==> src/hw/usd_cfg.svh <==
// Purpose: Offsets, field positions and reset values of the serial channel core.
// Assumes: APB with 32-bit data, one register per aligned word.
// Notes: Definitions only.
`ifndef USD_CFG_SVH
`define USD_CFG_SVH
`define USD_OFF_CTRL 8'h00
`define USD_OFF_MODE 8'h04
`define USD_OFF_STATUS 8'h14
`define USD_OFF_RHR 8'h18
`define USD_OFF_THR 8'h1c
`define USD_OFF_BRGR 8'h20
`define USD_OFF_RTOR 8'h24
`define USD_OFF_RATIO 8'h40
`define USD_CTL_RX_EN 4
`define USD_CTL_RX_DIS 5
`define USD_CTL_TX_EN 6
`define USD_CTL_TX_DIS 7
`define USD_CTL_RST_STA 8
`define USD_CTL_STT_BRK 9
`define USD_CTL_STT_TO 11
`define USD_CTL_CLR_RETRY 13
`define USD_CTL_CLR_NO_ACK_FLAG 14
`define USD_MODE_SMART 0
`define USD_MODE_SYNC 8
`define USD_MODE_OVER 19
`define USD_SYNC_BIT 15
`define USD_FP_LSB 16
`define USD_RATIO_RST 11'h174
`define USD_PRE_NORMAL 11'h010
`define USD_PRE_HALF 11'h008
`define USD_PRE_SYNC 11'h001
`endif

==> src/hw/usd_pkg.sv <==
// Purpose: Types shared by the serial channel core and its bench.
// Assumes: Nothing beyond SystemVerilog packed types.
// Notes: Numbers live in usd_cfg.svh.
package usd_pkg;
  typedef enum logic [1:0] {BAUD_NORMAL, BAUD_HALF, BAUD_SYNC, BAUD_SMART} usd_baud_t;
  typedef struct packed {
    logic psel;
    logic penable;
    logic pwrite;
    logic [7:0] paddr;
    logic [31:0] pwdata;
  } usd_apb_req_t;
  typedef struct packed {
    logic pready;
    logic pslverr;
    logic [31:0] prdata;
  } usd_apb_rsp_t;
  typedef struct packed {
    logic char_valid;
    logic [8:0] chr;
    logic sync;
    logic parity_err;
    logic frame_err;
    logic overrun;
    logic brk;
    logic man_err;
    logic no_ack_flag;
    logic retry_limit;
  } usd_rx_evt_t;
  typedef struct packed {
    logic rx_end;
    logic tx_end;
    logic tx_buf_empty;
    logic rx_buf_full;
  } usd_dma_t;
  typedef struct packed {
    logic valid;
    logic [8:0] chr;
    logic sync;
    logic break_req;
  } usd_tx_t;
endpackage : usd_pkg
==> src/hw/usd_core.sv <==
// Purpose: Status, holding, baud divider and receive time-out core of a serial channel.
// Assumes: Line engine events arrive on core_clk; modem lines are asynchronous pins.
// Notes: APB slave answering with pready one cycle after the setup cycle.
// Operation
// - Receive ready set on character, cleared by read.
// - Transmit ready low while holding, breaking, disabled.
// - Break event sticky until reset-status command.
// - DMA end-of-transfer levels shown live.
// - DMA buffer empty and full mirrored.
// - Overrun flag sticky until reset-status.
// - Framing error sticky until reset-status.
// - Parity error sticky until reset-status.
// - Time-out flag after start, clear when zero.
// - Transmit empty needs both holding and shifter empty.
// - Retry limit flag held until its clear.
// - No-ack flag held until its clear.
// - Modem change flags, cleared on status read.
// - Modem line images in bits 20 to 23.
// - Manchester error sticky until reset-status.
// - Receive holding gives character and sync type.
// - Transmit holding takes character and sync type.
// - Divider zero stops baud clock.
// - Baud prescale sixteen, eight, one or ratio.
// - Fractional part adds eighths of a period.
// - Time-out of value bit periods, zero disables.
// - Smartcard ratio zero gives no baud.
`timescale 1ns/1ps
`include "usd_cfg.svh"

module usd_core (
  input wire logic core_clk,
  input wire logic rst_n,
  input wire usd_pkg::usd_apb_req_t apb_in,
  output usd_pkg::usd_apb_rsp_t apb_out,
  input wire usd_pkg::usd_rx_evt_t rx_evt,
  input wire usd_pkg::usd_dma_t dma,
  input wire logic [3:0] modem_pins,
  input wire logic tx_take,
  input wire logic tx_shift_busy,
  input wire logic tx_break_done,
  output usd_pkg::usd_tx_t tx_out,
  output logic baud_tick,
  output logic rx_enabled,
  output logic tx_enabled
);
  import usd_pkg::*;

  typedef struct packed {
    logic pready;
    logic pslverr;
    logic [31:0] prdata;
    logic rx_en;
    logic tx_en;
    logic over;
    logic sync;
    logic smart;
    logic [15:0] cd;
    logic [2:0] fp;
    logic [15:0] to_val;
    logic [10:0] ratio;
    logic rx_rdy;
    logic [8:0] rx_chr;
    logic rx_syn;
    logic thr_full;
    logic [8:0] thr_chr;
    logic thr_syn;
    logic brk_pend;
    logic brk_f;
    logic ovr_f;
    logic frm_f;
    logic par_f;
    logic man_f;
    logic no_ack_flag_f;
    logic iter_f;
    logic tmo_f;
    logic [3:0] chg;
    logic [3:0] mdm_meta;
    logic [3:0] mdm_sync;
    logic [3:0] mdm_prev;
    logic [15:0] div_cnt;
    logic [2:0] frac_acc;
    logic extra;
    logic [10:0] pre_cnt;
    logic tick;
    logic [15:0] to_cnt;
    logic to_run;
    logic tx_valid;
  } usd_state_t;

  usd_state_t st_reg;
  usd_state_t st_next;

  // Selects the prescale mode from the mode bits.
  function automatic usd_baud_t baud_mode(input logic smart, input logic sync,
                                          input logic over);
    if (smart) begin
      return BAUD_SMART;
    end else if (sync) begin
      return BAUD_SYNC;
    end else if (over) begin
      return BAUD_HALF;
    end else begin
      return BAUD_NORMAL;
    end
  endfunction : baud_mode

  // Number of divided clock ticks that make one bit period.
  function automatic logic [10:0] pre_len(input usd_baud_t m, input logic [10:0] ratio);
    case (m)
      BAUD_NORMAL: begin
        return `USD_PRE_NORMAL;
      end
      BAUD_HALF: begin
        return `USD_PRE_HALF;
      end
      BAUD_SYNC: begin
        return `USD_PRE_SYNC;
      end
      default: begin
        return ratio;
      end
    endcase
  endfunction : pre_len

  // Status word image, shared by the read path.
  function automatic logic [31:0] status_word(input usd_state_t s, input usd_dma_t d);
    logic [31:0] w;
    w = 32'h0000_0000;
    w[0] = s.rx_rdy & s.rx_en;
    w[1] = s.tx_en & ~s.thr_full & ~s.brk_pend;
    w[2] = s.brk_f;
    w[3] = d.rx_end;
    w[4] = d.tx_end;
    w[5] = s.ovr_f;
    w[6] = s.frm_f;
    w[7] = s.par_f;
    w[8] = s.tmo_f & (s.to_val != 16'h0000);
    w[9] = s.tx_en & ~s.thr_full & ~tx_shift_busy;
    w[10] = s.iter_f;
    w[11] = d.tx_buf_empty;
    w[12] = d.rx_buf_full;
    w[13] = s.no_ack_flag_f;
    w[19:16] = s.chg | (s.mdm_sync ^ s.mdm_prev);
    w[23:20] = s.mdm_sync;
    w[24] = s.man_f;
    return w;
  endfunction : status_word

  always_comb begin
    logic setup;
    logic acc;
    logic wr;
    logic rd;
    logic [31:0] wd;
    logic [3:0] fsum;
    logic [10:0] plen;
    logic dtick;
    st_next = st_reg;
    setup = apb_in.psel & ~apb_in.penable;
    acc = apb_in.psel & apb_in.penable & st_reg.pready;
    wr = acc & apb_in.pwrite;
    rd = acc & ~apb_in.pwrite;
    wd = apb_in.pwdata;
    fsum = 4'h0;
    dtick = 1'b0;
    plen = pre_len(baud_mode(st_reg.smart, st_reg.sync, st_reg.over), st_reg.ratio);

    // Response is prepared in the setup cycle so pready rises in the access phase.
    st_next.pready = setup;
    st_next.pslverr = 1'b0;
    st_next.prdata = 32'h0000_0000;
    if (setup) begin
      case (apb_in.paddr)
        `USD_OFF_CTRL, `USD_OFF_THR: begin
          st_next.prdata = 32'h0000_0000;
        end
        `USD_OFF_MODE: begin
          st_next.prdata[`USD_MODE_SMART] = st_reg.smart;
          st_next.prdata[`USD_MODE_SYNC] = st_reg.sync;
          st_next.prdata[`USD_MODE_OVER] = st_reg.over;
        end
        `USD_OFF_STATUS: begin
          st_next.prdata = status_word(st_reg, dma);
        end
        `USD_OFF_RHR: begin
          if (rx_evt.char_valid && st_reg.rx_en) begin
            st_next.prdata[8:0] = rx_evt.chr;
            st_next.prdata[`USD_SYNC_BIT] = rx_evt.sync;
          end else begin
            st_next.prdata[8:0] = st_reg.rx_chr;
            st_next.prdata[`USD_SYNC_BIT] = st_reg.rx_syn;
          end
        end
        `USD_OFF_BRGR: begin
          st_next.prdata[15:0] = st_reg.cd;
          st_next.prdata[`USD_FP_LSB +: 3] = st_reg.fp;
        end
        `USD_OFF_RTOR: begin
          st_next.prdata[15:0] = st_reg.to_val;
        end
        `USD_OFF_RATIO: begin
          st_next.prdata[10:0] = st_reg.ratio;
        end
        default: begin
          st_next.pslverr = 1'b1;
        end
      endcase
    end

    // Software writes; status and receive holding have no write case.
    if (wr) begin
      case (apb_in.paddr)
        `USD_OFF_CTRL: begin
          if (wd[`USD_CTL_RX_EN]) begin
            st_next.rx_en = 1'b1;
          end
          if (wd[`USD_CTL_RX_DIS]) begin
            st_next.rx_en = 1'b0;
          end
          if (wd[`USD_CTL_TX_EN]) begin
            st_next.tx_en = 1'b1;
          end
          if (wd[`USD_CTL_TX_DIS]) begin
            st_next.tx_en = 1'b0;
          end
          if (wd[`USD_CTL_RST_STA]) begin
            st_next.brk_f = 1'b0;
            st_next.ovr_f = 1'b0;
            st_next.frm_f = 1'b0;
            st_next.par_f = 1'b0;
            st_next.man_f = 1'b0;
          end
          if (wd[`USD_CTL_CLR_RETRY]) begin
            st_next.iter_f = 1'b0;
          end
          if (wd[`USD_CTL_CLR_NO_ACK_FLAG]) begin
            st_next.no_ack_flag_f = 1'b0;
          end
        end
        `USD_OFF_MODE: begin
          st_next.smart = wd[`USD_MODE_SMART];
          st_next.sync = wd[`USD_MODE_SYNC];
          st_next.over = wd[`USD_MODE_OVER];
        end
        `USD_OFF_THR: begin
          st_next.thr_chr = wd[8:0];
          st_next.thr_syn = wd[`USD_SYNC_BIT];
          st_next.thr_full = 1'b1;
        end
        `USD_OFF_BRGR: begin
          st_next.cd = wd[15:0];
          st_next.fp = wd[`USD_FP_LSB +: 3];
        end
        `USD_OFF_RTOR: begin
          st_next.to_val = wd[15:0];
          if (wd[15:0] == 16'h0000) begin
            st_next.to_run = 1'b0;
          end
        end
        `USD_OFF_RATIO: begin
          st_next.ratio = wd[10:0];
        end
        default: begin
          st_next.pslverr = 1'b0;
        end
      endcase
    end

    // Read side effects take place at the completing edge only.
    if (rd && apb_in.paddr == `USD_OFF_RHR) begin
      st_next.rx_rdy = 1'b0;
    end
    if (rd && apb_in.paddr == `USD_OFF_STATUS) begin
      st_next.chg = 4'h0;
    end

    // Modem pins pass two flip-flops; edges are seen between sync and prev.
    st_next.mdm_meta = modem_pins;
    st_next.mdm_sync = st_reg.mdm_meta;
    st_next.mdm_prev = st_reg.mdm_sync;
    st_next.chg = st_next.chg | (st_reg.mdm_sync ^ st_reg.mdm_prev);

    // Line events are applied after the clears so an event in the clearing cycle wins.
    if (rx_evt.char_valid && st_reg.rx_en) begin
      if (st_next.rx_rdy) begin
        st_next.ovr_f = 1'b1;
      end
      st_next.rx_rdy = 1'b1;
      st_next.rx_chr = rx_evt.chr;
      st_next.rx_syn = rx_evt.sync;
      if (st_reg.to_run) begin
        st_next.to_cnt = st_reg.to_val;
      end
    end
    if (rx_evt.overrun) begin
      st_next.ovr_f = 1'b1;
    end
    if (rx_evt.brk) begin
      st_next.brk_f = 1'b1;
    end
    if (rx_evt.frame_err) begin
      st_next.frm_f = 1'b1;
    end
    if (rx_evt.parity_err) begin
      st_next.par_f = 1'b1;
    end
    if (rx_evt.man_err) begin
      st_next.man_f = 1'b1;
    end
    if (rx_evt.no_ack_flag) begin
      st_next.no_ack_flag_f = 1'b1;
    end
    if (rx_evt.retry_limit) begin
      st_next.iter_f = 1'b1;
    end

    // Transmit side: the engine takes the held character with tx_take.
    if (st_reg.tx_valid && tx_take) begin
      st_next.thr_full = 1'b0;
    end
    if (tx_break_done) begin
      st_next.brk_pend = 1'b0;
    end
    if (wr && apb_in.paddr == `USD_OFF_CTRL && wd[`USD_CTL_STT_BRK]) begin
      st_next.brk_pend = 1'b1;
    end
    if (wr && apb_in.paddr == `USD_OFF_THR) begin
      st_next.thr_full = 1'b1;
    end
    st_next.tx_valid = st_next.thr_full & st_next.tx_en & ~st_next.brk_pend;

    // Divider: period is cd cycles plus one extra cycle whenever the eighths carry.
    if (st_reg.cd == 16'h0000) begin
      st_next.div_cnt = 16'h0000;
      st_next.frac_acc = 3'h0;
      st_next.extra = 1'b0;
    end else if (st_reg.div_cnt >= st_reg.cd - 16'h0001 + {15'h0000, st_reg.extra}) begin
      dtick = 1'b1;
      st_next.div_cnt = 16'h0000;
      fsum = {1'b0, st_reg.frac_acc} + {1'b0, st_reg.fp};
      st_next.frac_acc = fsum[2:0];
      st_next.extra = fsum[3];
    end else begin
      st_next.div_cnt = st_reg.div_cnt + 16'h0001;
    end

    // Prescale to bit period; a zero ratio in smartcard mode never ticks.
    st_next.tick = 1'b0;
    if (plen == 11'h000) begin
      st_next.pre_cnt = 11'h000;
    end else if (dtick) begin
      if (st_reg.pre_cnt >= plen - 11'h001) begin
        st_next.pre_cnt = 11'h000;
        st_next.tick = 1'b1;
      end else begin
        st_next.pre_cnt = st_reg.pre_cnt + 11'h001;
      end
    end

    // Time-out counts bit periods after a start command.
    if (st_reg.to_run && st_reg.tick && !(rx_evt.char_valid && st_reg.rx_en)) begin
      if (st_reg.to_cnt <= 16'h0001) begin
        st_next.to_run = 1'b0;
        st_next.tmo_f = 1'b1;
      end else begin
        st_next.to_cnt = st_reg.to_cnt - 16'h0001;
      end
    end
    if (wr && apb_in.paddr == `USD_OFF_CTRL && wd[`USD_CTL_STT_TO]) begin
      st_next.tmo_f = 1'b0;
      st_next.to_cnt = st_next.to_val;
      st_next.to_run = (st_next.to_val != 16'h0000);
    end
  end

  always_ff @(posedge core_clk) begin
    if (!rst_n) begin
      st_reg <= '0;
      st_reg.ratio <= `USD_RATIO_RST;
    end else begin
      st_reg <= st_next;
    end
  end

  // Outputs are taken straight from the state register.
  assign apb_out = '{pready: st_reg.pready, pslverr: st_reg.pslverr, prdata: st_reg.prdata};
  assign tx_out = '{valid: st_reg.tx_valid, chr: st_reg.thr_chr, sync: st_reg.thr_syn,
                    break_req: st_reg.brk_pend};
  assign baud_tick = st_reg.tick;
  assign rx_enabled = st_reg.rx_en;
  assign tx_enabled = st_reg.tx_en;

endmodule : usd_core

==> config.mk <==
export PLATFORM = sky130hd
export DESIGN_NAME = usd_core
export DESIGN_NICKNAME = d
export VERILOG_FILES = /design/src/hw/usd_pkg.sv /design/src/hw/usd_core.sv
export VERILOG_INCLUDE_DIRS = /design/src /design/src/hw
export SDC_FILE = /design/constraint.sdc
export NUM_CORES = 1
export LEC_CHECK = 0
export ABC_AREA = 1
export CORE_MARGIN = 8
export CORE_UTILIZATION = 35
export DETAILED_ROUTE_END_ITERATION = 8
export DONT_BUFFER_PORTS = 1
export GPL_ROUTABILITY_DRIVEN = 0
export PLACE_DENSITY = 0.6
export SETUP_SLACK_MARGIN = 0.1
export SYNTH_ARGS = -nofsm -noshare
export SYNTH_HDL_FRONTEND = slang
export SYNTH_SLANG_ARGS = --single-unit
==> constraint.sdc <==
create_clock -name core_clk -period 7.05 [get_ports core_clk]
set_clock_uncertainty 0.1 [all_clocks]
set_input_delay 1.41 -clock core_clk [delete_from_list [all_inputs] [get_ports core_clk]]
set_output_delay 1.41 -clock core_clk [all_outputs]
set_load 0.005 [all_outputs]
* Word level (Yosys, flattened, before mapping)
Cells that the tools add are included.
Word-level totals: register bits 182, bits of input ports 74, output and inout bits 49, word-level logic and storage cells 205
Operators by class: add/sub/neg operators 7, magnitude comparators 3, equal/unequal tests 9, multiplexer cells 65, bitwise operators 23, reduce and logical (&&, ||, !) cells 58
Operators with widths (number):
- $mux 16 | 4
- $mux 11 | 5
- $mux 50 | 1
- $reduce_bool 2->1 | 19
- $pmux 7 s5 | 1
- $mux 17 | 2
- $mux 1 | 33
- $mux 33 | 1
- $pmux 11 s3 | 1
- $logic_not 16->1 | 2
- $reduce_bool 16->1 | 2
- $sub 16x1->16 const B | 2
- $eq 8x5->1 const B | 3
- $reduce_and 3->1 | 8
- $mux 19 | 1
- $add 16x1->16 | 1
- $add 16x1->16 const B | 1
- $eq 8x6->1 const B | 2
- $ge 16x16->1 | 1
- $le 16x1->1 const B | 1
- $mux 7 | 2
- $and 1x1->1 | 12
- $pmux 1 s6 | 2
- $pmux 4 s3 | 1
- 30 further kinds | 57

* Logic depth before layout (Yosys ltp)
depth after elaboration 8, mapped depth 22, mapped depth without buffers 20

* Worst setup path before layout
Ideal clock, no wire load.
path type register to register, start point reg st_reg[127] (netlist bit), end point reg st_reg[25] (netlist bit), library setup time 117 ps, arrival time 2677 ps, required time 6833 ps, path slack 4156 ps, stages on the path, launching flop included 21, path buffers 2, period minus slack after synthesis 2894 ps, cells stage by stage dfxtp_1 > inv_1 > ha_1 > ha_1 > inv_1 > nor2_1 > nand4_1 > nor3_1 > xor2_1 > inv_1 > ha_1 > nand2_1 > o21bai_1 > a21oi_1 > nor2_1 > nand2_1 > buf_2 > nand2_1 > buf_2 > nand2_1 > a21oi_1
On the way: longest elaborated chain between the ends 5, elaborated cells on any way between the ends 6, classes of those cells add/sub: 2; order compare: 1; mux: 2; reduce/logical: 1
Ends and longest elaborated chain:
- from (decl) | RTL line usd_core.sv:90 | usd_state_t st_reg;
- from (signal assigned) | RTL line usd_core.sv:381 | st_reg <= st_next;
- $sub 16x1->16 | RTL line usd_core.sv:337 | end else if (st_reg.div_cnt >= st_reg.cd - 16'h0001 + {15'h0000, st_reg.extra}) begin
- $add 16x1->16 | RTL line usd_core.sv:337
- $ge 16x16->1 | RTL line usd_core.sv:337
- $mux 1 | RTL line usd_core.sv:337
- $mux 1 (*) | RTL line usd_core.sv:333 | if (st_reg.cd == 16'h0000) begin
Every way passes the cells marked *; elsewhere a longest branch is shown, timed or not. A chain may end at the register's enable or synchronous reset.

* Worst setup path in the final report
start point reg st_reg[127] (netlist bit), end point reg st_reg[20] (netlist bit)
Same word-level chain as after synthesis.

==> reports/metrics.yaml <==
min_path:
  worstHoldPathType: "reg -> reg"
clock_network:
  clock_tree_from_tritoncts: "done"
  ctsRootBufferMaster: "sky130_fd_sc_hd__clkbuf_16"
  clkSlewWorstSetupHoldPaths_ns: 0.08
  clk_latency_ns: 0.44
  clockBufferDepth: 2
  postCtsSetupBuffers: 0
  cts_hold_buf: 0
  postCtsResizedCells: 0
  cts_num_sinks: 175
  htree_levels: 4
  cts_inserted_buffers: 17
routing:
  viasPerCell: 5.051
  route.antenna.remaining_nets: 0
  route.detailed.wl_per_inst_um: 17.38
  detail_route.iter0.violations: 672
  dr.pass1.iters: 5
  dr_total_vias: 8284
  detailed_route_drc_error_count: 0
  finalWirelength_mm: 28.51
cells_and_area:
  diodes: 0
  final_layout_size_suffix_gt1_share_pct: 6.159
  layout.cells.non_filler: 1640
  nFillCells: 2809
  seqCellArea_mm2: 0.003503
  final_util_pct: 37.46
  multiInputGateArea_mm2: 0.004795
  finish.net_count: 1398
  syn_to_final_growth_pct: 5.229
  post_route_cell_area_mm2: 0.01010
  largest_register_ffs: 125
power:
  sw_frac_of_total_pct: 25.05
  comb_power_share_pct: 2.4
  power.internal_uw: 1520
  static-leakage-power_uw: 0.004608
  pwr-share-clk_pct: 48.3
  cellPowerDensity_mw_per_mm2: 200.9
  vdd.ir_drop.worst_v: 0.0001678
  pwr-share-seq_pct: 49.3
  p_switching_uw: 508.1
synth:
  synthTopCellsByArea: "sky130_fd_sc_hd__dfxtp_1 (37%), sky130_fd_sc_hd__nand2_1 (9.2%), sky130_fd_sc_hd__inv_1 (7.5%)"
  synth-xor-area-share_pct: 4.199
  ys_async_sr_fraction_pct: 0
  post-synth-top-count-cell: "sky130_fd_sc_hd__nand2_1"
  synth-seq-area-share_pct: 36.52
  synthCells: 1348
  synthFlopType: "sky130_fd_sc_hd__dfxtp_1"
  synth-edff-count: 0
  synth.cells.most_frequent: "sky130_fd_sc_hd__nand2_1 (235), sky130_fd_sc_hd__inv_1 (192), sky130_fd_sc_hd__dfxtp_1 (175)"
  synth-simple-area-share_pct: 24.86
  synth_top_family_by_area: "simple AND/OR/NAND/NOR gates"
  post_synth_instance_area_mm2: 0.009594
  cell_type_contributing_the_most_total_cell_area_after_synthesis: "sky130_fd_sc_hd__dfxtp_1"
  synth-seq-cells: 175
  synth_cell_types: 50
  mux_share_of_post_synthesis_cell_area_pct: 0.5216
  syn-mean-instance-area_um2: 7.117
  yosysWarnings: 0
  synth_fa_ha_area_share_pct: 5.034
  synth_top_cell_area_share_pct: 36.52
  synth_compound_area_share_pct: 15.09
global_route:
  grt_busiest_layer: "met2"
  globalRoute.totalOverflow: 0
  grt_first_pass_wirelength_mm: 43.70
  grt_max_degree: 72
  global_route.usage.met2_pct: 28.14
  met3_usage_pct: 4.411
  antenna_found_initial: 1
  first_global_vias: 7689
  track_usage_pct: 16.99
  grt.met1_usage_pct: 21.15
sta:
  max_clock_freq_ghz: 0.2477
  setup_tns_ns: 0
  hold_viol: 0
  post-route-period-util_pct: 57.28
  max_slew_margin_vs_limit_pct: 17.93
  timing.final.crit_period_ns: 4.038
  rsz0062_at_grt: "false"
  report.final.setup_viol: 0
  tightest_slew_ns: 1.227
  max_slew_violations: 0
placed_design:
  dpl.cell_count: 1608
  port_buffers: 0
  hpwl_mm: 21.48
  postPlaceCellArea_mm2: 0.009482
floorplanning:
  start_util_pct: 35.60
  die_area_mm2: 0.03297
  core_area_mm2: 0.02695
  design.portCount: 123
  core.rowCount: 60
  die_h_um: 181.6
  chipWidth_um: 181.6
critical_path:
  timing.setup.critical_path_class: "reg -> reg"
  critical_path_arrival_ns: 4.24
  setup.worst_path.end_class: "flop"
  cp.required_ns: 7.25
  crit_path_max_fanout: 20
  kind_of_launch_point_of_the_worst_setup_path: "flop"
outcome:
  status: "complete, no violations"
flow_run:
  number_of_maximum_capacitance_constraint_violations: 0
-- area by class of cell --
type                    instances  area share (%)
well taps                     341           4.226
flip-flops and latches        175           34.70
repair buffers                  3          0.2231
inverters                     195           7.275
multi-input cells             894           47.49
clock buffers                  17           4.214
clock inverters                15           1.871
-- power groups by stage --
| stage | combinational, uW | clock (uW) | sequential [uW] |
|---|---|---|---|
| floorplan | 41.9 | 0 | 1020 |
| global placement | 47.3 | 0 | 1020 |
| detailed placement | 47.7 | 0 | 1020 |
| CTS | 47.9 | 1000 | 999 |
| global route | 52.4 | 1040 | 1000 |
| finish | 48.5 | 980 | 999 |
-- critical path: stages, from the launching register on --
cell and delay [ns]:
sky130_fd_sc_hd__dfxtp_1 0.33, sky130_fd_sc_hd__inv_1 0.14, sky130_fd_sc_hd__ha_1 0.20, sky130_fd_sc_hd__ha_1 0.19
sky130_fd_sc_hd__inv_1 0.05, sky130_fd_sc_hd__nor2_1 0.33, sky130_fd_sc_hd__nand4_1 0.22, sky130_fd_sc_hd__nor3_1 0.23
sky130_fd_sc_hd__xor2_1 0.16, sky130_fd_sc_hd__inv_1 0.05, sky130_fd_sc_hd__ha_1 0.26, sky130_fd_sc_hd__nand2_1 0.06
sky130_fd_sc_hd__o21bai_1 0.15, sky130_fd_sc_hd__a21oi_1 0.13, sky130_fd_sc_hd__nor2_1 0.05, sky130_fd_sc_hd__nand2_1 0.54
sky130_fd_sc_hd__nand2_1 0.46, sky130_fd_sc_hd__nand2_1 0.16, sky130_fd_sc_hd__a21oi_1 0.07
-- cells in the final DEF (no fill, tap or decap), types with 3 or more instances in the layout --
cell / count
sky130_fd_sc_hd__inv_8: 3
sky130_fd_sc_hd__o21ai_0: 98
sky130_fd_sc_hd__nor3_1: 27
sky130_fd_sc_hd__dfxtp_1: 175
sky130_fd_sc_hd__nand2_2: 4
sky130_fd_sc_hd__nand4_1: 18
sky130_fd_sc_hd__o211ai_1: 9
sky130_fd_sc_hd__buf_4: 3
sky130_fd_sc_hd__nor2_1: 155
sky130_fd_sc_hd__o221ai_1: 7
sky130_fd_sc_hd__xor2_1: 34
sky130_fd_sc_hd__clkinv_8: 4
sky130_fd_sc_hd__a21oi_1: 108
sky130_fd_sc_hd__nor4_1: 5
sky130_fd_sc_hd__ha_1: 37
sky130_fd_sc_hd__o21a_1: 5
sky130_fd_sc_hd__nand3_1: 60
sky130_fd_sc_hd__o21ai_2: 8
sky130_fd_sc_hd__nor3b_1: 3
sky130_fd_sc_hd__a31oi_1: 4
sky130_fd_sc_hd__nand2_1: 235
sky130_fd_sc_hd__clkbuf_16: 17
sky130_fd_sc_hd__or2_2: 6
sky130_fd_sc_hd__o32ai_1: 3
sky130_fd_sc_hd__inv_1: 192
sky130_fd_sc_hd__inv_6: 5
sky130_fd_sc_hd__xnor2_1: 12
sky130_fd_sc_hd__nor2_4: 3
sky130_fd_sc_hd__mux2i_1: 5
sky130_fd_sc_hd__o22ai_1: 8
sky130_fd_sc_hd__o21ai_1: 4
sky130_fd_sc_hd__conb_1: 7
sky130_fd_sc_hd__nor2_2: 9
-- final timing paths --
path                       startpoint                 endpoint  slack, ns  depth (start not counted)
min            st_next[54]$_SDFF_PN0_   st_next[50]$_SDFF_PN0_       0.32                          2
max          st_reg[127]$_SDFFE_PN0P_  st_reg[20]$_SDFFE_PP0P_       3.01                         18
min reg2reg    st_next[54]$_SDFF_PN0_   st_next[50]$_SDFF_PN0_       0.32                          2
max reg2reg  st_reg[127]$_SDFFE_PN0P_  st_reg[20]$_SDFFE_PP0P_       3.01                         18
-- metrics by stage --
stage               worst slack (ns)  power [uW]  hold WS [ns]
floorplan                      4.156        1063        0.2905
global placement               3.108        1070        0.2957
detailed placement             3.066        1071        0.2972
CTS                            3.040        2049        0.3137
global route                   2.572        2097        0.3274
finish                         3.012        2028        0.3157
-- cells by family after synthesis --
| kind of cell | Yosys count |
|---|---|
| DFF | 175 |
| xor gates and xnor gates | 46 |
| other | 1 |
| buffers and inverters | 285 |
| AOI/OAI and AO/OA | 261 |
| muxes | 5 |
| adders and majority gates | 38 |
| and+or+nand+nor | 537 |
-- metal layers --
layer  vias up  routed length [um]
met1      3789               12390
met4         2                 646
li1       4175                   -
met5         -                  11
met3        50                2014
met2       268               13450
(Power assumes the default switching activity.)
